--- src/hdl/fim_pkg.sv ---
// package for the fifo interrupt request and mask block
package fim_pkg;
   // register byte offsets (one aligned word each)
   localparam logic [7:0] OFS_CAUSE = 8'h00;
   localparam logic [7:0] OFS_TX_REQ = 8'h10;
   localparam logic [7:0] OFS_TX_SET = 8'h14;
   localparam logic [7:0] OFS_TX_MASK = 8'h18;
   localparam logic [7:0] OFS_TX_MASKED = 8'h1C;
   localparam logic [7:0] OFS_TX_LEVEL = 8'h20;
   localparam logic [7:0] OFS_RX_REQ = 8'h30;
   localparam logic [7:0] OFS_RX_SET = 8'h34;
   localparam logic [7:0] OFS_RX_MASK = 8'h38;
   localparam logic [7:0] OFS_RX_MASKED = 8'h3C;
   localparam logic [7:0] OFS_RX_LEVEL = 8'h40;
   localparam logic [7:0] OFS_CTL_MASK = 8'h50;
   localparam logic [7:0] OFS_TGT_MASK = 8'h54;
   // group widths
   localparam int TX_W = 8;
   localparam int RX_W = 7;
   localparam int GRP_W = 16;
   // tx request bit positions
   localparam int TXB_BELOW = 0;
   localparam int TXB_SPACE = 1;
   localparam int TXB_DRAINED = 2;
   localparam int TXB_OVF = 3;
   localparam int TXB_UNF = 4;
   localparam int TXB_NACK = 5;
   localparam int TXB_DONE = 6;
   localparam int TXB_MISMATCH = 7;
   // rx request bit positions
   localparam int RXB_ABOVE = 0;
   localparam int RXB_ENTRY = 1;
   localparam int RXB_FILLED = 2;
   localparam int RXB_OVF = 3;
   localparam int RXB_UNF = 4;
   localparam int RXB_STOP = 5;
   localparam int RXB_PARITY = 6;
   // cause bit positions
   localparam int CB_CTL = 0;
   localparam int CB_TGT = 1;
   localparam int CB_TX = 2;
   localparam int CB_RX = 3;
   localparam logic [1:0] HTRANS_NONSEQ = 2'h2;
   localparam logic [2:0] HSIZE_WORD = 3'h2;

   // fifo-side events and the stretch and write flags from the serial unit
   typedef struct packed {
      logic tx_write_full;
      logic tx_read_empty;
      logic tx_nack;
      logic tx_done;
      logic tx_mismatch;
      logic rx_write_full;
      logic rx_read_empty;
      logic rx_stop_fault;
      logic rx_parity_fault;
      logic tgt_stretch;
      logic tx_written;
   } fim_evt_s;
endpackage : fim_pkg

--- src/hdl/fim_top.sv ---
// interrupt request, mask and cause logic for the tx and rx fifo groups
//
// Overview of operation
// [RQ1] cause value has four group bits; several may be set together
// [RQ2] tx level request high while tx fill count is below threshold
// [RQ3] tx has-space request high while tx fifo has a free entry
// [RQ4] tx drained request high while tx fifo is empty
// [RQ5] write to full tx fifo sets tx overflow request
// [RQ6] transmitter read of empty tx fifo sets tx underflow request
// [RQ7] card-mode nack on transmitted character sets tx nack request
// [RQ8] all queued tx data shifted out sets tx done request
// [RQ9] driven tx level differing from sampled rx sets mismatch request
// [RQ10] each group has a writable mask that reads back unchanged
// [RQ11] masked view is request AND mask per bit, read only
// [RQ12] clearing tx level, space or drained has no effect while condition holds
// [RQ13] stretching target: tx underflow clear ignored until data is written
// [RQ14] writing ones to the set register forces tx request bits
// [RQ15] tx threshold accepts 0 up to tx depth minus one
// [RQ16] rx level request high while rx fill count exceeds threshold
// [RQ17] rx not-empty while any entry; rx full while fifo full
// [RQ18] write into full rx fifo sets rx overflow request
// [RQ19] read of empty rx fifo sets rx underflow request
// [RQ20] invalid stop bit sets rx framing request
// [RQ21] parity mismatch sets rx parity request
// [RQ22] clearing rx level, entry or full has no effect while condition holds
// [RQ23] irq is OR of all masked bits; cause bit ORs its group
//
// The placing of the registers and the AHB-Lite interface to the registers were chosen for this implementation.
`timescale 1ns/10ps
module fim_top
   import fim_pkg::*;
#(
   parameter int TX_DEPTH = 8,
   parameter int RX_DEPTH = 8,
   parameter int CNT_W = 4
) (
   input wire logic hclk,
   input wire logic hresetn,
   input wire logic hsel,
   input wire logic [31:0] haddr,
   input wire logic [1:0] htrans,
   input wire logic hwrite,
   input wire logic [2:0] hsize,
   input wire logic hready,
   input wire logic [31:0] hwdata,
   output logic [31:0] hrdata,
   output logic hreadyout,
   output logic hresp,
   input wire logic [CNT_W-1:0] tx_count,
   input wire logic [CNT_W-1:0] rx_count,
   input wire fim_evt_s evt,
   input wire logic [GRP_W-1:0] ctl_req,
   input wire logic [GRP_W-1:0] tgt_req,
   output logic [CNT_W-1:0] tx_level_out,
   output logic [CNT_W-1:0] rx_level_out,
   output logic irq
);
   // refuse depths that the counters cannot hold, at elaboration
   if (TX_DEPTH < 2 || RX_DEPTH < 2 || (1 << CNT_W) <= TX_DEPTH
       || (1 << CNT_W) <= RX_DEPTH || CNT_W > 16) begin : g_bad_params
      $error("fim_top: depth and count width do not fit");
   end

   typedef struct packed {
      logic wr_pend;
      logic [7:0] wr_addr;
      logic [TX_W-1:0] tx_req;
      logic [TX_W-1:0] tx_mask;
      logic [RX_W-1:0] rx_req;
      logic [RX_W-1:0] rx_mask;
      logic [GRP_W-1:0] ctl_mask;
      logic [GRP_W-1:0] tgt_mask;
      logic [CNT_W-1:0] tx_level;
      logic [CNT_W-1:0] rx_level;
      logic unf_hold;
      logic [31:0] rdata;
      logic irq;
   } fim_state_s;

   fim_state_s st_ff;
   fim_state_s nxt_st;

   localparam logic [CNT_W-1:0] TX_MAX_LVL = CNT_W'(TX_DEPTH - 1);
   localparam logic [CNT_W-1:0] RX_MAX_LVL = CNT_W'(RX_DEPTH - 1);
   localparam logic [CNT_W-1:0] TX_FULL_CNT = CNT_W'(TX_DEPTH);
   localparam logic [CNT_W-1:0] RX_FULL_CNT = CNT_W'(RX_DEPTH);
   localparam logic [CNT_W-1:0] CNT_ZERO = '0;

   logic [TX_W-1:0] tx_cond;
   logic [TX_W-1:0] tx_evt;
   logic [RX_W-1:0] rx_cond;
   logic [RX_W-1:0] rx_evt;
   logic [TX_W-1:0] tx_masked;
   logic [RX_W-1:0] rx_masked;
   logic [GRP_W-1:0] ctl_masked;
   logic [GRP_W-1:0] tgt_masked;
   logic [3:0] cause;
   logic addr_ok;

   ////////////////////////////////////////////////////////////////////////////
   // live fifo conditions; these re-assert the request every cycle they hold
   always_comb begin
      tx_cond = '0;
      tx_cond[TXB_BELOW] = tx_count < st_ff.tx_level; // RQ2
      tx_cond[TXB_SPACE] = tx_count < TX_FULL_CNT; // RQ3
      tx_cond[TXB_DRAINED] = tx_count == CNT_ZERO; // RQ4
      // underflow held while stretching target sits on an empty fifo
      tx_cond[TXB_UNF] = st_ff.unf_hold; // RQ13
      tx_evt = '0;
      tx_evt[TXB_OVF] = evt.tx_write_full; // RQ5
      tx_evt[TXB_UNF] = evt.tx_read_empty; // RQ6
      tx_evt[TXB_NACK] = evt.tx_nack; // RQ7
      tx_evt[TXB_DONE] = evt.tx_done; // RQ8
      tx_evt[TXB_MISMATCH] = evt.tx_mismatch; // RQ9
      rx_cond = '0;
      rx_cond[RXB_ABOVE] = rx_count > st_ff.rx_level; // RQ16
      rx_cond[RXB_ENTRY] = rx_count != CNT_ZERO; // RQ17
      rx_cond[RXB_FILLED] = rx_count >= RX_FULL_CNT; // RQ17
      rx_evt = '0;
      rx_evt[RXB_OVF] = evt.rx_write_full; // RQ18
      rx_evt[RXB_UNF] = evt.rx_read_empty; // RQ19
      rx_evt[RXB_STOP] = evt.rx_stop_fault; // RQ20
      rx_evt[RXB_PARITY] = evt.rx_parity_fault; // RQ21
   end

   // masked views and cause summary
   assign tx_masked = st_ff.tx_req & st_ff.tx_mask; // RQ11
   assign rx_masked = st_ff.rx_req & st_ff.rx_mask; // RQ11
   assign ctl_masked = ctl_req & st_ff.ctl_mask; // RQ11
   assign tgt_masked = tgt_req & st_ff.tgt_mask; // RQ11
   always_comb begin
      cause = '0;
      cause[CB_CTL] = |ctl_masked; // RQ23
      cause[CB_TGT] = |tgt_masked; // RQ23
      cause[CB_TX] = |tx_masked; // RQ23
      cause[CB_RX] = |rx_masked; // RQ1
   end

   // only whole-word accesses inside the map are served; others read zero,
   // writes dropped, so an alias above the low byte cannot hit a register
   assign addr_ok = (hsize == HSIZE_WORD) && (haddr[31:8] == 24'h000000);

   ////////////////////////////////////////////////////////////////////////////
   // next state: bus decode, clear/set, sticky events
   always_comb begin
      logic [TX_W-1:0] tx_clr;
      logic [TX_W-1:0] tx_set;
      logic [RX_W-1:0] rx_clr;
      logic [RX_W-1:0] rx_set;
      logic [CNT_W-1:0] wlvl;
      tx_clr = '0;
      tx_set = '0;
      rx_clr = '0;
      rx_set = '0;
      wlvl = hwdata[CNT_W-1:0];
      nxt_st = st_ff;
      nxt_st.wr_pend = 1'b0;
      // data phase of a posted write
      if (st_ff.wr_pend) begin
         unique case (st_ff.wr_addr)
            OFS_TX_REQ: tx_clr = hwdata[TX_W-1:0];
            OFS_TX_SET: tx_set = hwdata[TX_W-1:0]; // RQ14
            OFS_TX_MASK: nxt_st.tx_mask = hwdata[TX_W-1:0]; // RQ10
            OFS_TX_LEVEL: begin
               // out-of-range level saturates at depth minus one
               nxt_st.tx_level = (wlvl > TX_MAX_LVL) ? TX_MAX_LVL : wlvl; // RQ15
            end
            OFS_RX_REQ: rx_clr = hwdata[RX_W-1:0];
            OFS_RX_SET: rx_set = hwdata[RX_W-1:0];
            OFS_RX_MASK: nxt_st.rx_mask = hwdata[RX_W-1:0]; // RQ10
            OFS_RX_LEVEL: begin
               nxt_st.rx_level = (wlvl > RX_MAX_LVL) ? RX_MAX_LVL : wlvl;
            end
            OFS_CTL_MASK: nxt_st.ctl_mask = hwdata[GRP_W-1:0]; // RQ10
            OFS_TGT_MASK: nxt_st.tgt_mask = hwdata[GRP_W-1:0]; // RQ10
            default: ;
         endcase
      end
      // set wins over clear; live conditions beat any clear
      nxt_st.tx_req = (st_ff.tx_req & ~tx_clr) | tx_set | tx_evt | tx_cond; // RQ12
      nxt_st.rx_req = (rx_cond | rx_evt | rx_set) | (st_ff.rx_req & ~rx_clr); // RQ22
      // stretch hold starts on an underflow, ends when data is written
      if (evt.tx_written || !evt.tgt_stretch) begin
         nxt_st.unf_hold = 1'b0; // RQ13
      end else if (evt.tx_read_empty && tx_count == CNT_ZERO) begin
         nxt_st.unf_hold = 1'b1; // RQ13
      end
      // address phase
      if (hsel && hready && htrans == HTRANS_NONSEQ) begin
         nxt_st.wr_pend = hwrite && addr_ok;
         nxt_st.wr_addr = haddr[7:0];
         nxt_st.rdata = '0;
         if (!hwrite && addr_ok && haddr[31:8] == 24'h000000) begin
            unique case (haddr[7:0])
               OFS_CAUSE: nxt_st.rdata[3:0] = cause; // RQ1
               OFS_TX_REQ: nxt_st.rdata[TX_W-1:0] = st_ff.tx_req;
               OFS_TX_MASK: nxt_st.rdata[TX_W-1:0] = st_ff.tx_mask; // RQ10
               OFS_TX_MASKED: nxt_st.rdata[TX_W-1:0] = tx_masked; // RQ11
               OFS_TX_LEVEL: nxt_st.rdata[CNT_W-1:0] = st_ff.tx_level;
               OFS_RX_REQ: nxt_st.rdata[RX_W-1:0] = st_ff.rx_req;
               OFS_RX_MASK: nxt_st.rdata[RX_W-1:0] = st_ff.rx_mask; // RQ10
               OFS_RX_MASKED: nxt_st.rdata[RX_W-1:0] = rx_masked; // RQ11
               OFS_RX_LEVEL: nxt_st.rdata[CNT_W-1:0] = st_ff.rx_level;
               OFS_CTL_MASK: nxt_st.rdata[GRP_W-1:0] = st_ff.ctl_mask;
               OFS_TGT_MASK: nxt_st.rdata[GRP_W-1:0] = st_ff.tgt_mask;
               default: ;
            endcase
         end
      end
      // one cycle late against the requests; keeps irq straight from a flop
      nxt_st.irq = |cause; // RQ23
   end

   ////////////////////////////////////////////////////////////////////////////
   // state register
   always_ff @(posedge hclk or negedge hresetn) begin
      if (!hresetn) begin
         st_ff <= '0;
      end else begin
         st_ff <= nxt_st;
      end
   end

   // outputs straight from flops; slave never waits and always answers okay
   assign hrdata = st_ff.rdata;
   assign hreadyout = 1'b1;
   assign hresp = 1'b0;
   assign tx_level_out = st_ff.tx_level;
   assign rx_level_out = st_ff.rx_level;
   assign irq = st_ff.irq;
endmodule : fim_top

--- config.mk ---
export PLATFORM = sky130hd
export DESIGN_NAME = fim_top
export DESIGN_NICKNAME = d
export VERILOG_FILES = /design/src/hdl/fim_pkg.sv /design/src/hdl/fim_top.sv
export SDC_FILE = /design/constraint.sdc
export NUM_CORES = 1
export LEC_CHECK = 0
export BUFFER_PORTS_ARGS = -buffer_cell sky130_fd_sc_hd__buf_4
export CAP_MARGIN = 20
export CORE_ASPECT_RATIO = 1.25
export CORE_MARGIN = 2
export CORE_UTILIZATION = 50
export CTS_BUF_LIST = sky130_fd_sc_hd__clkbuf_8
export CTS_CLUSTER_SIZE = 16
export DETAILED_ROUTE_END_ITERATION = 6
export GPL_TIMING_DRIVEN = 1
export HOLD_SLACK_MARGIN = 0.1
export PLACE_DENSITY = 0.78
export SETUP_SLACK_MARGIN = 0.1
export SLEW_MARGIN = 20
export SYNTH_ARGS = -nofsm -noshare
export SYNTH_HDL_FRONTEND = slang
export SYNTH_SLANG_ARGS = --single-unit
--- constraint.sdc ---
create_clock -name hclk -period 2.55 [get_ports hclk]
set_input_delay 0.51 -clock hclk [delete_from_list [all_inputs] [get_ports hclk]]
set_output_delay 0.51 -clock hclk [all_outputs]
set_load 0.01 [all_outputs]
==> run summary, run 1 <==
Unrepaired setup endpoints after global routing -> false
Hpwl dp -> 11.4 mm
Longest Clk Path Bufs -> 2
Rel. slew slack -> 41.1%
Sequential share of the synthesized area -> 45.3%
Total negative slack -> 0 ns
Finished Cell Area -> 6470 um2
Iteration-0 DRC count of the detailed router -> 351
Drt wl/cell -> 19.5 um
Req. time, crit path -> 2.80 ns
Post-CTS setup buffers -> 0
CP startpoint -> st_ff[71]
Grt total ovfl -> 0
GPL Wtd Cong -> 0.898
Dpl ws -> 0.268 ns
Cell Rows -> 42
VDD IR max -> 218 uV
Starting Density -> 51.0%
Synthesized instance count -> 504
Cell Area, Synth -> 5360 um2
Vias in the first global route -> 4678
Core area -> 10500 um2
Clk sinks -> 97
Synth cell types -> 55
WS Path Type -> flip-flop to flip-flop
I/O pin cnt -> 168
Clock latency on the worst-skew pair -> 0.37 ns
Die Area -> 11600 um2
Layout cell share with drive strength beyond 1 -> 36.1%
H-Tree Depth -> 3
Clk Tree Root Cell -> clkbuf_8
Worst slew pin tran -> 0.876 ns
CTS tree -> yes
Largest net degree at the start of global routing -> 49
Cts hold-fix bufs -> 0
Placed cell area -> 6280 um2
Syn-to-layout area delta -> 20.7%
Vias -> 4520
N_diodes -> 0
Register clock-pin slew on the reported worst setup and hold paths -> 0.10 ns
CTS Buf Count -> 9
Total track usage -> 26.0%
# resized after CTS -> 0
Pwr Density -> 472 nW/um2
MaxCap Viol Count -> 0
IO buf count -> 133
Peak Freq -> 0.494 GHz
Antenna Nets Post-Route -> 0
Final wirelength -> 14.7 mm
RR Startpoint -> st_ff[71]
Tmin final -> 2.02 ns
CP peak stage delay -> 0.43 ns
Critical Path, Cell by Cell -> a22o_1 > a221oi_1 > and4_1 > nor2_1 > a2111oi_0 > o21ai_0
NumNets Final -> 748
CP arrival -> 2.27 ns
Outcome -> finished clean
Fin Clk Skew -> 0.0102 ns
Drt pass-1 iters -> 6
Worst setup EP type -> flip-flop
Non-filler cells, final -> 753
Mean number of vias per cell -> 6.00
Global-route wire length before repair -> 24.0 mm
Die Y -> 120 um
Die width -> 96.6 um
#FFs+latches synth -> 97
Initial antenna violation count -> 0
Leakage dissipation -> 2.89 nW
Final period utilization -> 79.4%
Fin worst setup slack -> 0.526 ns
Hold crit path type -> input port to async pin
Largest fanout on the critical path -> 3
Power Total -> 3.06 mW
Ys flop type -> dfrtp_1
Pins over their slew limit -> 0
Crit path launch type -> flip-flop
EDFF count, synth -> 0
Synth warn -> 0
Slowest cell on crit path -> dfrtp_1
Final setup viols -> 0
Inst Count DP -> 737
Async S/R FF share, synth -> 100%
Syn Area/Cell -> 10.6 um2
Drt drc -> 0
Fin. Hold Viols -> 0
-- sequential cells by signal, indices dropped and copies added, names as in the netlist --
signal	cells
irq	1
rx_level_out	4
tx_level_out	4
st_ff	72
hrdata	16
-- report_power, final --
group | leakage (nW) | internal (mW) | switching (mW)
logic | 1.64 | 0.209 | 0.197
registers | 1.15 | 1.59 | 0.0576
clock network | 0.102 | 0.454 | 0.549
-- synth_stat cells, types with 5 or more instances --
library cell  count  share of area [%]
nor2b_1           5               0.58
a32oi_1           7                1.1
a31oi_1          10                1.2
dfrtp_1          97                 45
a221oi_1          9                1.5
o311ai_0          8                1.3
mux2_4           10                2.8
nor2_1           25                1.8
o22ai_1           6               0.70
ha_1              7                1.6
a22o_1           24                3.9
clkbuf_1          6               0.42
buf_4            46                6.4
nand3_1          13                1.2
nor3_1            6               0.56
nor4_1            9                1.1
buf_2             7               0.65
a21oi_1          10               0.93
o21ai_0          29                2.7
nand2b_1         14                1.6
nor3b_1           7               0.98
nand2_1          33                2.3
a22oi_1          12                1.7
inv_1            13               0.91
mux2_2           44                9.2
-- cell type report --
| type | count | area [um2] |
|---|---|---|
| clock inverter | 7 | 71.3 |
| inverter | 13 | 48.8 |
| timing repair buffer | 149 | 1130 |
| multi-input combinational | 346 | 2500 |
| sequential | 97 | 2430 |
| tap | 132 | 165 |
| fill | 920 | 4040 |
| clock buffer | 9 | 124 |
-- stage by stage --
step	hold WS (ns)	util (%)
2_1_floorplan	0.214	-
3_3_place_gp	0.472	59.7
3_5_place_dp	0.486	59.7
4_1_cts	0.161	61.6
5_1_grt	0.187	61.6
6_report	0.150	61.6
-- worst max-delay path: cells and delay by family (launching register included) --
kind             cells  cell delay, ns
AO/OA/AOI/OAI        4            1.11
AND/OR/NAND/NOR      2            0.36
flip-flops           1            0.43
-- worst paths after layout --
kind                                   to  slack [ns]  depth (start not counted)
worst min register to register  hrdata[6]        0.51                          2
max in group asynchronous       st_ff[42]        1.67                          2
worst min-delay path            st_ff[65]        0.15                          1
worst max-delay path            hrdata[0]        0.53                          6
worst max register to register  hrdata[0]        0.53                          6
min in group hclk               st_ff[33]        0.28                          2
-- cell families (layout without fill, tap and decap cells) --
logic type	Yosys count	in the layout	synth area share, %
AO/OA/AOI/OAI	132	132	17.7
adder cells (fa/ha/maj)	7	7	1.63
buffers and inverters	77	178	9.13
flip-flops	97	97	45.3
multiplexers	58	58	12.8
other	2	18	0.140
AND/OR/NAND/NOR	131	131	13.4
-- layer usage --
layer  wire length (um)  part of all wire, %  up-vias  track usage [%]
met2               7490                   51      192             44.9
li1                   -                    -     2059                -
met5                  0                    0        -                0
met3                784                  5.3       48             3.96
met4                657                  4.5        0             14.2
met1               5790                   39     2221             31.1
-- cell usage in the layout, fill, tap and decap left out, types with 2 or more instances in the layout --
| cell | n |
|---|---|
| a32oi_1 | 7 |
| o21ai_0 | 29 |
| o2111ai_1 | 3 |
| nor2_1 | 25 |
| a31oi_1 | 10 |
| clkinv_4 | 2 |
| o22ai_1 | 6 |
| conb_1 | 18 |
| nor2b_1 | 5 |
| a22oi_1 | 12 |
| a221oi_1 | 9 |
| mux2i_1 | 4 |
| nand3_1 | 13 |
| nand2b_1 | 14 |
| mux2_2 | 44 |
| nand4_1 | 4 |
| inv_1 | 15 |
| a2111oi_0 | 2 |
| dfrtp_1 | 97 |
| a21oi_1 | 10 |
| o2bb2ai_1 | 2 |
| and4_1 | 3 |
| buf_4 | 148 |
| a22o_1 | 24 |
| o311ai_0 | 8 |
| nor3_1 | 6 |
| nand2_1 | 33 |
| nor4_1 | 9 |
| nor3b_1 | 7 |
| clkbuf_8 | 9 |
| o211ai_1 | 3 |
| mux2_4 | 10 |
| ha_1 | 7 |
(Power assumes the default switching activity.)
==> run 2: changes to the inputs <==
- CORE_UTILIZATION: 50 -> 48
- PLACE_DENSITY: 0.78 -> 0.79
- clock period: 2.55 -> 1.75 ns (I/O delays scaled with it)
==> run 2 against run 1 <==
Non-clock buffer count up 64. The run now ends with setup timing left. Largest power group unchanged. Utilization up 3.5 points. Wire length is 8.6% higher. Critical path depth down 2. Register-to-register slack lost 0.57 ns. Final cell count is 8.9% higher.
==> run summary, run 2 (same netlist as run 1, synthesis figures left out) <==
Outcome -> finished, violations left
Failing checks -> setup timing
Clk sinks -> 97 (unchanged)
Longest Clk Path Bufs -> 2 (unchanged)
Drt wl/cell -> 19.5 um (-0.24%)
Unrepaired setup endpoints after global routing -> true
Final setup viols -> 17 (+17)
Leakage dissipation -> 3.25 nW (+12%)
Final period utilization -> 103% (+23 points)
Worst hold stages -> 3
Die Area -> 12000 um2 (+4.0%)
GPL Wtd Cong -> 0.945 (+5.3%)
WS Path Type -> flip-flop to flip-flop
Hpwl dp -> 12.2 mm (+7.3%)
Max reg flops -> 72 (unchanged)
Drt drc -> 0 (unchanged)
VDD IR max -> 332 uV (+52%)
Top reg by flops -> st_ff
Iteration-0 DRC count of the detailed router -> 320 (-8.8%)
Fin worst setup slack -> -0.0457 ns (-0.572 ns)
Mean number of vias per cell -> 5.84 (-2.8%)
Die Y -> 122 um (+2.0%)
Rel. slew slack -> 59.8% (+19 points)
Clock latency on the worst-skew pair -> 0.38 ns (about the same)
Worst setup EP type -> flip-flop
Vias in the first global route -> 4959 (+6.0%)
Clk Tree Root Cell -> clkbuf_8
MaxCap Viol Count -> 0 (unchanged)
Grt total ovfl -> 0 (unchanged)
Most frequent cells in the layout -> buf_4 (206), dfrtp_1 (95), mux2_2 (42)
Switching part of the total -> 27.4% (+1.2 points)
Initial antenna violation count -> 0 (unchanged)
CP arrival -> 2.06 ns (-0.21 ns)
Worst hold slack -> 0.157 ns (+0.00706 ns)
Starting Density -> 48.8% (-2.2 points)
Hold crit path type -> input port to flip-flop
Flop pwr share -> 53.2% (-0.7 points)
Comb pwr share -> 17.1% (+3.8 points)
Crit path launch type -> flip-flop
N_diodes -> 0 (unchanged)
Final core utilization -> 65.1% (+3.5 points)
Antenna Nets Post-Route -> 0 (unchanged)
Cell Rows -> 43 (+2.4%)
Largest fanout on the critical path -> 8 (+5)
Register clock-pin slew on the reported worst setup and hold paths -> 0.09 ns (about the same)
I/O pin cnt -> 168 (unchanged)
Global-route wire length before repair -> 25.0 mm (+4.0%)
Largest net degree at the start of global routing -> 38 (-22%)
Layout cell share with drive strength beyond 1 -> 45.4% (+9.3 points)
Total track usage -> 26.6% (+0.63 points)
Fin. Hold Viols -> 0 (unchanged)
Vias -> 4786 (+5.9%)
Final wirelength -> 16.0 mm (+8.6%)
Fin Clk Skew -> 0.0108 ns (+0.000641 ns)
Internal power -> 3.28 mW (+45%)
Worst reg2reg path depth -> 4 (-2)
Drt pass-1 iters -> 5 (-1)
Commonest non-fill, non-tap cell in the layout -> buf_4
Syn-to-layout area delta -> 33.3%
Worst slew pin tran -> 0.598 ns (-0.279 ns)
Die width -> 98.5 um (+2.0%)
CTS Buf Count -> 9 (unchanged)
P_sw -> 1.24 mW (+54%)
Req. time, crit path -> 2.02 ns (-0.78 ns)
Peak Freq -> 0.557 GHz (+13%)
Fillers -> 868 (-5.7%)
Clock power share -> 29.8% (-3.0 points)
Core area -> 11000 um2 (+4.4%)
Tmin final -> 1.80 ns (-0.228 ns)
IO buf count -> 133 (unchanged)
Total negative slack -> -0.365 ns (-0.365 ns)
CTS tree -> yes
Pins over their slew limit -> 0 (unchanged)
H-Tree Depth -> 3 (unchanged)
Pwr Density -> 632 nW/um2 (+34%)
NumNets Final -> 812 (+8.6%)
run 2: critical path: stages, from the launching register on:
cell and delay (ns):
dfrtp_2 0.44, or4b_4 0.48, or2_4 0.28, clkbuf_16 0.18
mux2_4 0.30
run 2: what timing repair did:
action / CTS / global route
buffers inserted: 0 / 2
gates resized for setup: 15 / 31
endpoints found under the setup margin: 57 / 56
endpoints found under the hold margin: 31 / 0
pin swaps: 5 / 6
hold buffers: 2 / 0
gates cloned: 0 / 1
run 2: final timing paths:
kind | slack, ns | end | startpoint
max reg2reg | -0.05 | st_ff[48] | st_ff[106]
min in group asynchronous | 0.45 | st_ff[53] | hresetn
min | 0.16 | st_ff[103] | evt[6]
min reg2reg | 0.51 | hrdata[2] | hrdata[2]
max in group asynchronous | 0.74 | st_ff[106] | hresetn
max | -0.05 | st_ff[48] | st_ff[106]
run 2: routing by layer:
metal	track usage, %	routed length [um]
met1	32.8	6240
met2	45.2	8170
met3	4.13	1070
met4	13.9	506
met5	0	0
run 2: cell type report:
cell class / count / area [um2] / share of cell area [%]
timing repair buffer: 213 / 1660 / 23.3
clock buffer: 10 / 138 / 1.93
clock inverter: 6 / 35.0 / 0.490
inverter: 13 / 48.8 / 0.683
sequential: 97 / 2430 / 34.0
tap: 135 / 169 / 2.36
multi-input combinational: 346 / 2660 / 37.3
run 2: power by group through the flow:
stage	combinational, mW	clock [mW]	sequential (mW)
global placement	0.687	0	2.42
finish	0.771	1.34	2.40
floorplan	0.298	0	2.41
detailed placement	0.712	0	2.43
CTS	0.740	1.36	2.39
global route	0.831	1.45	2.41
run 2: stage by stage:
stage               area (um2)  instances  setup slack, ns  total power, mW
floorplan                 5430        520          -0.0479             2.71
global placement          6760        800           -0.241             3.11
detailed placement        6760        800           -0.276             3.14
CTS                       7020        818          -0.0487             4.49
global route              7140        820          -0.0734             4.69
finish                    7140        820          -0.0457             4.51
